File: config.mk
export PLATFORM = sky130hd
export DESIGN_NAME = nvac_ctrl
export DESIGN_NICKNAME = d
export VERILOG_FILES = /design/src/verilog/nvac_pkg.sv /design/src/verilog/nvac_eeprom.sv /design/src/verilog/nvac_ctrl.sv
export SDC_FILE = /design/constraint.sdc
export NUM_CORES = 2
export LEC_CHECK = 0
export ABC_AREA = 1
export BUFFER_PORTS_ARGS = -buffer_cell sky130_fd_sc_hd__buf_2
export CORE_ASPECT_RATIO = 1.75
export CORE_UTILIZATION = 25
export CTS_CLUSTER_DIAMETER = 60
export DETAILED_ROUTE_END_ITERATION = 6
export PLACE_DENSITY = 0.5
export SKIP_CTS_REPAIR_TIMING = 1
export SYNTH_ARGS = -nofsm -noshare
export SYNTH_HDL_FRONTEND = slang
export SYNTH_HIERARCHICAL = 1
export SYNTH_SLANG_ARGS = --single-unit
File: constraint.sdc
create_clock -name I_CLOCK -period 7.5 [get_ports I_CLOCK]
set_input_delay 1.125 -clock I_CLOCK [delete_from_list [all_inputs] [get_ports I_CLOCK]]
set_output_delay 1.125 -clock I_CLOCK [all_outputs]
set_load 0.01 [all_outputs]
File: src/verilog/nvac_pkg.sv
// Shared constants for the nonvolatile memory access controller
package nvac_pkg;
    // APB address width and register byte offsets
    localparam int          APB_AW          = 12;
    localparam logic [11:0] OFS_ADDR_LOW    = 12'h100;
    localparam logic [11:0] OFS_ADDR_HIGH   = 12'h104;
    localparam logic [11:0] OFS_DATA_LOW    = 12'h108;
    localparam logic [11:0] OFS_DATA_HIGH   = 12'h10C;
    localparam logic [11:0] OFS_UNLOCK      = 12'h110;
    localparam logic [11:0] OFS_STATUS      = 12'h114;
    localparam logic [11:0] OFS_CONTROL     = 12'h18C;

    // Control register field positions
    localparam int BIT_READ   = 0;
    localparam int BIT_WRITE  = 1;
    localparam int BIT_ARM    = 2;
    localparam int BIT_ABORT  = 3;
    localparam int BIT_SELECT = 7;
    // Status register field position
    localparam int BIT_DONE   = 0;

    // Unlock key bytes
    localparam logic [7:0] KEY_FIRST  = 8'h55;
    localparam logic [7:0] KEY_SECOND = 8'hAA;

    // Reset values
    localparam logic [7:0] RST_BYTE   = 8'h00;
    localparam logic [7:0] ERASED     = 8'hFF;

    // Read latencies in instruction cycles
    localparam logic [1:0] EE_READ_CYCLES    = 2'h1;
    localparam logic [1:0] FLASH_READ_CYCLES = 2'h2;

    // Write timing: erase then program phase
    localparam int CLK_MHZ        = 40;
    localparam int ERASE_TIME_NS  = 2000;
    localparam int PROG_TIME_NS   = 2000;
    localparam int ERASE_CYCLES   = (ERASE_TIME_NS * CLK_MHZ + 999) / 1000;
    localparam int PROG_CYCLES    = (PROG_TIME_NS * CLK_MHZ + 999) / 1000;
    localparam int TIMER_W        = 12;

    // Unlock key tracker states
    typedef enum logic [1:0] {
        KEY_IDLE = 2'b00,
        KEY_HALF = 2'b01,
        KEY_FULL = 2'b10
    } nvac_key_t;

    // Write engine states
    typedef enum logic [1:0] {
        ENG_IDLE  = 2'b00,
        ENG_ERASE = 2'b01,
        ENG_PROG  = 2'b10
    } nvac_eng_t;
endpackage

File: src/verilog/nvac_eeprom.sv
// Data EEPROM array with erase-then-program write engine
module nvac_eeprom #(
    parameter int EE_AW = 8
) (
    // Clock and reset
    input  wire logic             i_clock,
    input  wire logic             i_resetn,
    input  wire logic             i_abort,
    // Write request
    input  wire logic             i_start,
    input  wire logic [EE_AW-1:0] i_waddr,
    input  wire logic [7:0]       i_wdata,
    // Read port
    input  wire logic [EE_AW-1:0] i_raddr,
    output logic      [7:0]       o_rdata,
    // Engine status
    output logic                  o_busy,
    output logic                  o_done
);
    import nvac_pkg::*;

    localparam logic [TIMER_W-1:0] ERASE_LAST = TIMER_W'(ERASE_CYCLES - 1);
    localparam logic [TIMER_W-1:0] PROG_LAST  = TIMER_W'(PROG_CYCLES - 1);

    // Elaboration checks on address width and timer range
    if (EE_AW < 1 || EE_AW > 12) begin : g_bad_aw
        $error("EE_AW out of range");
    end
    if (ERASE_CYCLES >= (1 << TIMER_W) ||
        PROG_CYCLES >= (1 << TIMER_W)) begin : g_bad_timer
        $error("Write timer too narrow");
    end

    // Cell storage, not reset: contents survive like real cells
    logic [7:0]       mem [0:(1<<EE_AW)-1];
    nvac_eng_t        state_ff;
    logic [TIMER_W-1:0] timer_ff;
    logic [EE_AW-1:0] addr_ff;
    logic [7:0]       data_ff;
    logic             done_ff;

    // Timer expiry
    wire phase_end = (state_ff == ENG_ERASE && timer_ff == ERASE_LAST) ||
                     (state_ff == ENG_PROG  && timer_ff == PROG_LAST);

    assign o_rdata = mem[i_raddr];
    assign o_busy  = (state_ff != ENG_IDLE);
    assign o_done  = done_ff;

    // Sequencer: erase phase first, then program phase
    always_ff @(posedge i_clock or negedge i_resetn) begin
        if (!i_resetn) begin
            state_ff <= ENG_IDLE;
            timer_ff <= '0;
            addr_ff  <= '0;
            data_ff  <= RST_BYTE;
            done_ff  <= 1'b0;
        end else begin
            done_ff <= 1'b0;
            timer_ff <= phase_end ? '0 : timer_ff + 1'b1;
            if (i_abort) begin
                state_ff <= ENG_IDLE; // Warm reset kills the cycle
            end else begin
                unique case (state_ff)
                    ENG_IDLE: begin
                        timer_ff <= '0;
                        if (i_start) begin
                            state_ff <= ENG_ERASE;
                            addr_ff  <= i_waddr;
                            data_ff  <= i_wdata;
                        end
                    end
                    ENG_ERASE: if (phase_end) state_ff <= ENG_PROG;
                    ENG_PROG: begin
                        if (phase_end) begin
                            state_ff <= ENG_IDLE;
                            done_ff  <= 1'b1;
                        end
                    end
                    default: state_ff <= ENG_IDLE;
                endcase
            end
        end
    end

    // Cell updates: erase sets all ones, program stores the byte
    always_ff @(posedge i_clock) begin
        if (!i_abort && phase_end && state_ff == ENG_ERASE)
            mem[addr_ff] <= ERASED;
        if (!i_abort && phase_end && state_ff == ENG_PROG)
            mem[addr_ff] <= data_ff;
    end
endmodule

File: src/verilog/nvac_ctrl.sv
// APB register front end of the nonvolatile memory access controller
// Behaviour
// - EEPROM read lands in data low next cycle
// - Data low holds byte until read/write
// - Write start needs arm set earlier
// - Clearing arm never aborts running write
// - Write end clears start, sets done flag
// - Flash read takes two cycles
// - Flash word held in data pair
// - Read start clears itself, not by firmware
// - Erase then program, core keeps running
// - Warm reset during write sets abort flag
//
// Chosen here: register access over APB.
module nvac_ctrl #(
    parameter int EE_AW  = 8,
    parameter int PROG_W = 14,
    parameter int PA_W   = 13
) (
    // Clock and resets
    input  wire logic                       I_CLOCK,
    input  wire logic                       I_RESETN,
    input  wire logic                       I_WARM_RESET,
    // APB slave
    input  wire logic                       I_PSEL,
    input  wire logic                       I_PENABLE,
    input  wire logic                       I_PWRITE,
    input  wire logic [nvac_pkg::APB_AW-1:0] I_PADDR,
    input  wire logic [31:0]                I_PWDATA,
    output logic      [31:0]                O_PRDATA,
    output logic                            O_PREADY,
    output logic                            O_PSLVERR,
    // Program memory read port
    output logic      [PA_W-1:0]            O_PROG_ADDR,
    input  wire logic [PROG_W-1:0]          I_PROG_RDATA
);
    import nvac_pkg::*;

    localparam int DH_W = PROG_W - 8;
    localparam int AH_W = PA_W - 8;

    // Elaboration checks: high parts and the EEPROM address must fit one byte register
    if (PROG_W < 9 || PROG_W > 16) begin : g_bad_prog_w
        $error("PROG_W out of range");
    end
    if (PA_W < 9 || PA_W > 16) begin : g_bad_pa_w
        $error("PA_W out of range");
    end
    if (EE_AW < 1 || EE_AW > 8) begin : g_bad_ee_aw
        $error("EE_AW out of range");
    end

    // Registers
    logic [7:0]      addr_low_ff;
    logic [AH_W-1:0] addr_high_ff;
    logic [7:0]      data_low_ff;
    logic [DH_W-1:0] data_high_ff;
    logic            select_ff;
    logic            abort_ff;
    logic            arm_ff;
    logic            write_ff;
    logic            read_ff;
    logic [1:0]      read_cnt_ff;
    logic            done_ff;
    nvac_key_t       key_ff;
    nvac_key_t       nxt_key;
    logic [31:0]     prdata_ff;

    // Engine wires
    logic [7:0]      ee_rdata;
    logic            eng_busy;
    logic            eng_done;

    // APB decode
    wire acc        = I_PSEL & I_PENABLE;
    wire setup      = I_PSEL & ~I_PENABLE;
    wire wr_acc     = acc & I_PWRITE;
    wire [7:0] wb   = I_PWDATA[7:0];
    wire hit_al     = (I_PADDR == OFS_ADDR_LOW);
    wire hit_ah     = (I_PADDR == OFS_ADDR_HIGH);
    wire hit_dl     = (I_PADDR == OFS_DATA_LOW);
    wire hit_dh     = (I_PADDR == OFS_DATA_HIGH);
    wire hit_un     = (I_PADDR == OFS_UNLOCK);
    wire hit_st     = (I_PADDR == OFS_STATUS);
    wire hit_ct     = (I_PADDR == OFS_CONTROL);
    wire mapped     = hit_al | hit_ah | hit_dl | hit_dh | hit_un |
                      hit_st | hit_ct;
    wire wr_ct      = wr_acc & hit_ct;

    // Start requests
    wire rd_req     = wr_ct & wb[BIT_READ] & ~read_ff;
    // Arm must already be set; key must be complete right before
    wire wr_req     = wr_ct & wb[BIT_WRITE] & arm_ff & ~write_ff &
                      (key_ff == KEY_FULL) & ~wb[BIT_SELECT];
    wire read_last  = read_ff & (read_cnt_ff == 2'h1);
    wire ee_load    = read_last & ~select_ff;
    wire pm_load    = read_last & select_ff;
    wire running    = write_ff | eng_busy;

    // Key tracker: any other write breaks the sequence
    always_comb begin
        nxt_key = key_ff;
        if (wr_acc) begin
            if (hit_un && wb == KEY_FIRST)
                nxt_key = KEY_HALF;
            else if (hit_un && wb == KEY_SECOND && key_ff == KEY_HALF)
                nxt_key = KEY_FULL;
            else
                nxt_key = KEY_IDLE;
        end
    end

    // Read mux, byte registers sit in low bits
    wire [31:0] rd_mux =
        hit_al ? {24'h000000, addr_low_ff} :
        hit_ah ? {{(32-AH_W){1'b0}}, addr_high_ff} :
        hit_dl ? {24'h000000, data_low_ff} :
        hit_dh ? {{(32-DH_W){1'b0}}, data_high_ff} :
        hit_st ? {31'h00000000, done_ff} :
        hit_ct ? {24'h000000, select_ff, 3'h0, abort_ff, arm_ff,
                  write_ff, read_ff} :
        32'h00000000;

    // Zero wait state slave; data snapped in the setup cycle
    assign O_PREADY    = 1'b1;
    assign O_PSLVERR   = acc & ~mapped;
    assign O_PRDATA    = prdata_ff;
    assign O_PROG_ADDR = {addr_high_ff, addr_low_ff};

    always_ff @(posedge I_CLOCK or negedge I_RESETN) begin
        if (!I_RESETN) prdata_ff <= 32'h00000000;
        else if (setup) prdata_ff <= rd_mux;
    end

    // Address, select and data survive warm reset
    always_ff @(posedge I_CLOCK or negedge I_RESETN) begin
        if (!I_RESETN) begin
            addr_low_ff  <= RST_BYTE;
            addr_high_ff <= '0;
            select_ff    <= 1'b0;
        end else if (!I_WARM_RESET) begin
            if (wr_acc && hit_al) addr_low_ff <= wb;
            if (wr_acc && hit_ah) addr_high_ff <= wb[AH_W-1:0];
            if (wr_ct) select_ff <= wb[BIT_SELECT];
        end
    end

    // Data pair: hardware load wins over a firmware write
    always_ff @(posedge I_CLOCK or negedge I_RESETN) begin
        if (!I_RESETN) begin
            data_low_ff  <= RST_BYTE;
            data_high_ff <= '0;
        end else if (ee_load) begin
            data_low_ff  <= ee_rdata;
        end else if (pm_load) begin
            data_low_ff  <= I_PROG_RDATA[7:0];
            data_high_ff <= I_PROG_RDATA[PROG_W-1:8];
        end else if (!I_WARM_RESET) begin
            // Otherwise held until firmware writes
            if (wr_acc && hit_dl) data_low_ff <= wb;
            if (wr_acc && hit_dh) data_high_ff <= wb[DH_W-1:0];
        end
    end

    // Read start: set by firmware only, cleared at end
    always_ff @(posedge I_CLOCK or negedge I_RESETN) begin
        if (!I_RESETN) begin
            read_ff     <= 1'b0;
            read_cnt_ff <= 2'h0;
        end else if (I_WARM_RESET) begin
            read_ff     <= 1'b0;
            read_cnt_ff <= 2'h0;
        end else if (rd_req) begin
            read_ff     <= 1'b1;
            // One cycle for EEPROM, two for flash
            read_cnt_ff <= wb[BIT_SELECT] ? FLASH_READ_CYCLES
                                          : EE_READ_CYCLES;
        end else if (read_ff) begin
            read_cnt_ff <= read_cnt_ff - 2'h1;
            if (read_last) read_ff <= 1'b0;
        end
    end

    // Arm bit is plain R/W and does not touch the engine
    always_ff @(posedge I_CLOCK or negedge I_RESETN) begin
        if (!I_RESETN) arm_ff <= 1'b0;
        else if (I_WARM_RESET) arm_ff <= 1'b0;
        else if (wr_ct) arm_ff <= wb[BIT_ARM];
    end

    // Write start: set only via unlock path, cleared on finish
    always_ff @(posedge I_CLOCK or negedge I_RESETN) begin
        if (!I_RESETN) write_ff <= 1'b0;
        else if (I_WARM_RESET) write_ff <= 1'b0;
        else if (wr_req) write_ff <= 1'b1;
        else if (eng_done) write_ff <= 1'b0;
    end

    // Abort flag: warm reset mid-write sets it, firmware may rewrite
    always_ff @(posedge I_CLOCK or negedge I_RESETN) begin
        if (!I_RESETN) abort_ff <= 1'b0;
        else if (I_WARM_RESET && running) abort_ff <= 1'b1;
        else if (!I_WARM_RESET && wr_ct) abort_ff <= wb[BIT_ABORT];
    end

    // Done flag: sticky, set beats a same-cycle clear
    always_ff @(posedge I_CLOCK or negedge I_RESETN) begin
        if (!I_RESETN) done_ff <= 1'b0;
        else if (eng_done) done_ff <= 1'b1;
        else if (wr_acc && hit_st) done_ff <= wb[BIT_DONE];
    end

    // Key tracker state; warm reset drops a half-entered key
    always_ff @(posedge I_CLOCK or negedge I_RESETN) begin
        if (!I_RESETN) key_ff <= KEY_IDLE;
        else if (I_WARM_RESET) key_ff <= KEY_IDLE;
        else key_ff <= nxt_key;
    end

    // Write engine runs beside the core
    nvac_eeprom #(
        .EE_AW (EE_AW)
    ) u_eeprom (
        .i_clock  (I_CLOCK),
        .i_resetn (I_RESETN),
        .i_abort  (I_WARM_RESET),
        .i_start  (wr_req),
        .i_waddr  (addr_low_ff[EE_AW-1:0]),
        .i_wdata  (data_low_ff),
        .i_raddr  (addr_low_ff[EE_AW-1:0]),
        .o_rdata  (ee_rdata),
        .o_busy   (eng_busy),
        .o_done   (eng_done)
    );
endmodule

==> impl_metrics.json <==
{
  "cp_common_cell": "nand3_1",
  "critical_path_required_ns": 8.23,
  "grtUsageTotal_pct": 14.4,
  "min_path_type": "input port to asynchronous set/reset pin",
  "die_h_microns": 783,
  "crit_path_max_fanout": 57,
  "post_dp_cell_area_sq_um": 92000,
  "ys_ff_latch": 2124,
  "cts_buffers": 180,
  "arrival_ns": 5.55,
  "p_leak_nw": 35.9,
  "avgSynthCellArea_sq_um": 11.6,
  "vias": 56300,
  "clkLatencyLatePin_ns": 0.88,
  "dpl.hpwl_microns": 149000,
  "viasPerCell": 4.66,
  "cts_max_level": 4,
  "met1Wirelength_microns": 94000,
  "maxCapViolCount": 0,
  "fin_nets": 7393,
  "grt_pass1_vias": 55500,
  "max_slew_margin_pct": 19.1,
  "utilization_pct": 28.2,
  "grt_pass1_wl_microns": 376000,
  "ir_worst_vdd_v": 0.000159,
  "report.final.slew_viol_count": 0,
  "setup_viol": 0,
  "synth-edff-count": 2048,
  "cp_slowest_cell": "dfrtp_4",
  "setup_ws_ns": 2.68,
  "yosysUniqueCellTypes": 44,
  "status": "finished clean",
  "cts_root_buffer": "clkbuf_16",
  "grt_antenna_before_repair": 5,
  "path_cells": "buf_4, buf_4, nand3_1, nand3_1, nand3_1, nand3_1, nand3_1, nand3_1, nand2_1, nand2_1, nand2_1, a221oi_1, a21oi_1",
  "synth_flop_cell": "edfxtp_1",
  "crit_buf_inv": 2,
  "clock_skew_ns": 0.0406,
  "synth_cells": 7492,
  "start_util_pct": 25.1,
  "rows": 286,
  "ant_nets": 0,
  "fin_tns_setup_ns": 0,
  "end_kind": "flip-flop",
  "wl_met2_microns": 138000,
  "final-hold-violation-count": 0,
  "drtIter0Drc": 4654,
  "syn_area_sq_um": 87100,
  "die_w_microns": 448,
  "max-clock-path-buffers": 4,
  "synth_warnings": 6,
  "max_stage_delay_ns": 0.96,
  "fillers": 35400,
  "post-route-period-util_pct": 64.3,
  "fmax_mhz": 207,
  "die_area_sq_um": 351000,
  "wl_per_cell_microns": 21.5,
  "port_buffers": 61,
  "area_growth_pct": 12.4,
  "ys_seq_area_share_pct": 72.8,
  "worst_setup_path_start_kind": "flip-flop",
  "p_total_mw": 22.5,
  "grt_overflow": 0,
  "clkTransAtPathRegs_ns": 0.07,
  "post-place-ws_ns": 2.80,
  "dr.pass1.iters": 6,
  "gp_congestion": 0.926,
  "async_reset_ff_share_pct": 3.58,
  "post-route-min-period_ns": 4.82,
  "met3_length_microns": 11700,
  "drc": 0,
  "power.density_nw_per_um2": 230,
  "highest_layer": "met5",
  "critPathKind": "flip-flop to flip-flop",
  "fp.coreArea_sq_um": 347000,
  "drive_gt1_share_pct": 6.85,
  "finalWirelength_microns": 259000,
  "postLayoutCellArea_sq_um": 97900,
  "cts_tree": "done",
  "path_delay_family": "simple AND/OR/NAND/NOR gates",
  "rsz0062_at_grt": "false",
  "clkSinkCount": 2124,
  "grt_start_max_net_pins": 185,
  "ioPinCount": 111,
  "worstMarginPinSlew_ns": 1.21
}
-- through the flow --
step                cells  hold WS [ns]
floorplan            7515         0.433
global placement    11800         0.446
detailed placement  11800         0.463
CTS                 12100         0.451
global route        12100         0.486
finish              12100         0.399
-- routing by layer --
metal  vias to the layer above  global-route usage, %
met5                         -                      0
met4                         2                   8.59
met3                       476                   1.51
met2                      1693                   26.5
met1                     28100                   15.8
li1                      26000                      -
-- state kept, by name, summed over array words and instances (netlist names) --
register	count
addr_low_ff	8
done_ff	1
data_high_ff	6
u_eeprom/o_done	1
select_ff	1
read_ff	1
abort_ff	1
u_eeprom/state_ff	2
u_eeprom/timer_ff	12
data_low_ff	8
read_cnt_ff	2
O_PRDATA	8
arm_ff	1
u_eeprom/data_ff	8
addr_high_ff	5
key_ff	2
u_eeprom/mem	2048
u_eeprom/addr_ff	8
write_ff	1
-- placed cells by master (no fill, tap or decap), drive strengths merged, types with 5 or more instances in the layout --
master,synthesis,final
buf,264,147
inv,94,99
a221oi,7,7
o21ai,35,35
conb,2,25
clkbuf,253,217
nor4,5,5
clkinv,0,68
edfxtp,2048,2048
diode,0,7
clkinvlp,0,5
a21oi,35,35
nor3,8,8
nand4,10,10
bufinv,0,24
nor2,355,355
nand2,2225,2225
nand3,2053,2053
dfrtp,76,76
-- logic make-up (layout without fill, tap and decap cells) --
group / Yosys count / in the layout / synth area share [%]
AOI/OAI and AO/OA: 87 / 87 / 0.616
xor gates and xnor gates: 5 / 5 / 0.0503
adders and majority gates: 2 / 2 / 0.0287
buffers and inverters: 611 / 560 / 3.12
DFF: 2124 / 2124 / 72.8
other: 2 / 32 / 0.00862
and+or+nand+nor: 4661 / 4661 / 23.4
-- synth_stat cells (5+ instances only) --
master	number	area [sq um]
nand3_1	2053	10300
o21ai_2	9	78.8
buf_6	18	203
nor2_1	325	1220
buf_2	143	716
nor2_4	5	56.3
nor4_1	5	31.3
clkbuf_1	253	950
nand4_1	10	62.6
a221oi_1	7	61.3
nand2_1	2204	8270
inv_2	9	33.8
o21ai_0	24	120
a21oi_1	33	165
dfrtp_1	76	1900
buf_1	75	282
nor3_4	5	81.3
buf_4	28	210
nand2_2	19	119
inv_1	84	315
nor2_2	25	156
edfxtp_1	2048	61500
-- final timing paths --
path / from / end / slack, ns / cells past startpoint
worst max-delay path: addr_low_ff[1] / data_low_ff[5] / 2.68 / 13
worst min-delay path: I_RESETN / addr_high_ff[2] / 0.40 / 1
worst max register to register: addr_low_ff[1] / data_low_ff[5] / 2.68 / 13
worst min register to register: u_eeprom/timer_ff[0] / u_eeprom/timer_ff[0] / 0.47 / 1
max in group asynchronous: I_RESETN / addr_low_ff[1] / 6.30 / 1
min in group I_CLOCK: u_eeprom/timer_ff[0] / u_eeprom/timer_ff[0] / 0.47 / 1
-- power by group --
part	internal, mW	switching (mW)	leakage [nW]
clock network	5.34	4.30	2.86
registers	12.8	0.00563	25.2
logic	0.0220	0.0555	7.90
total	18.2	4.36	35.9
-- worst reg2reg max path: cells and delay by family (launching register included) --
family / cells / cell delay (ns)
AND/OR/NAND/NOR: 9 / 1.78
AO/OA/AOI/OAI: 2 / 0.38
flip-flops: 1 / 0.96
buffers and inverters: 2 / 1.55
-- cell type report --
class,count,area (sq um),area share (%)
timing repair buffer,147,1270,1.29
clock inverter,102,1120,1.14
clock buffer,217,4750,4.85
multi-input combinational,4780,21100,21.6
tap,4608,5770,5.89
antenna,7,17.5,0.0179
sequential,2124,63400,64.8
inverter,94,380,0.389
Power figures use the tool's default switching activity.
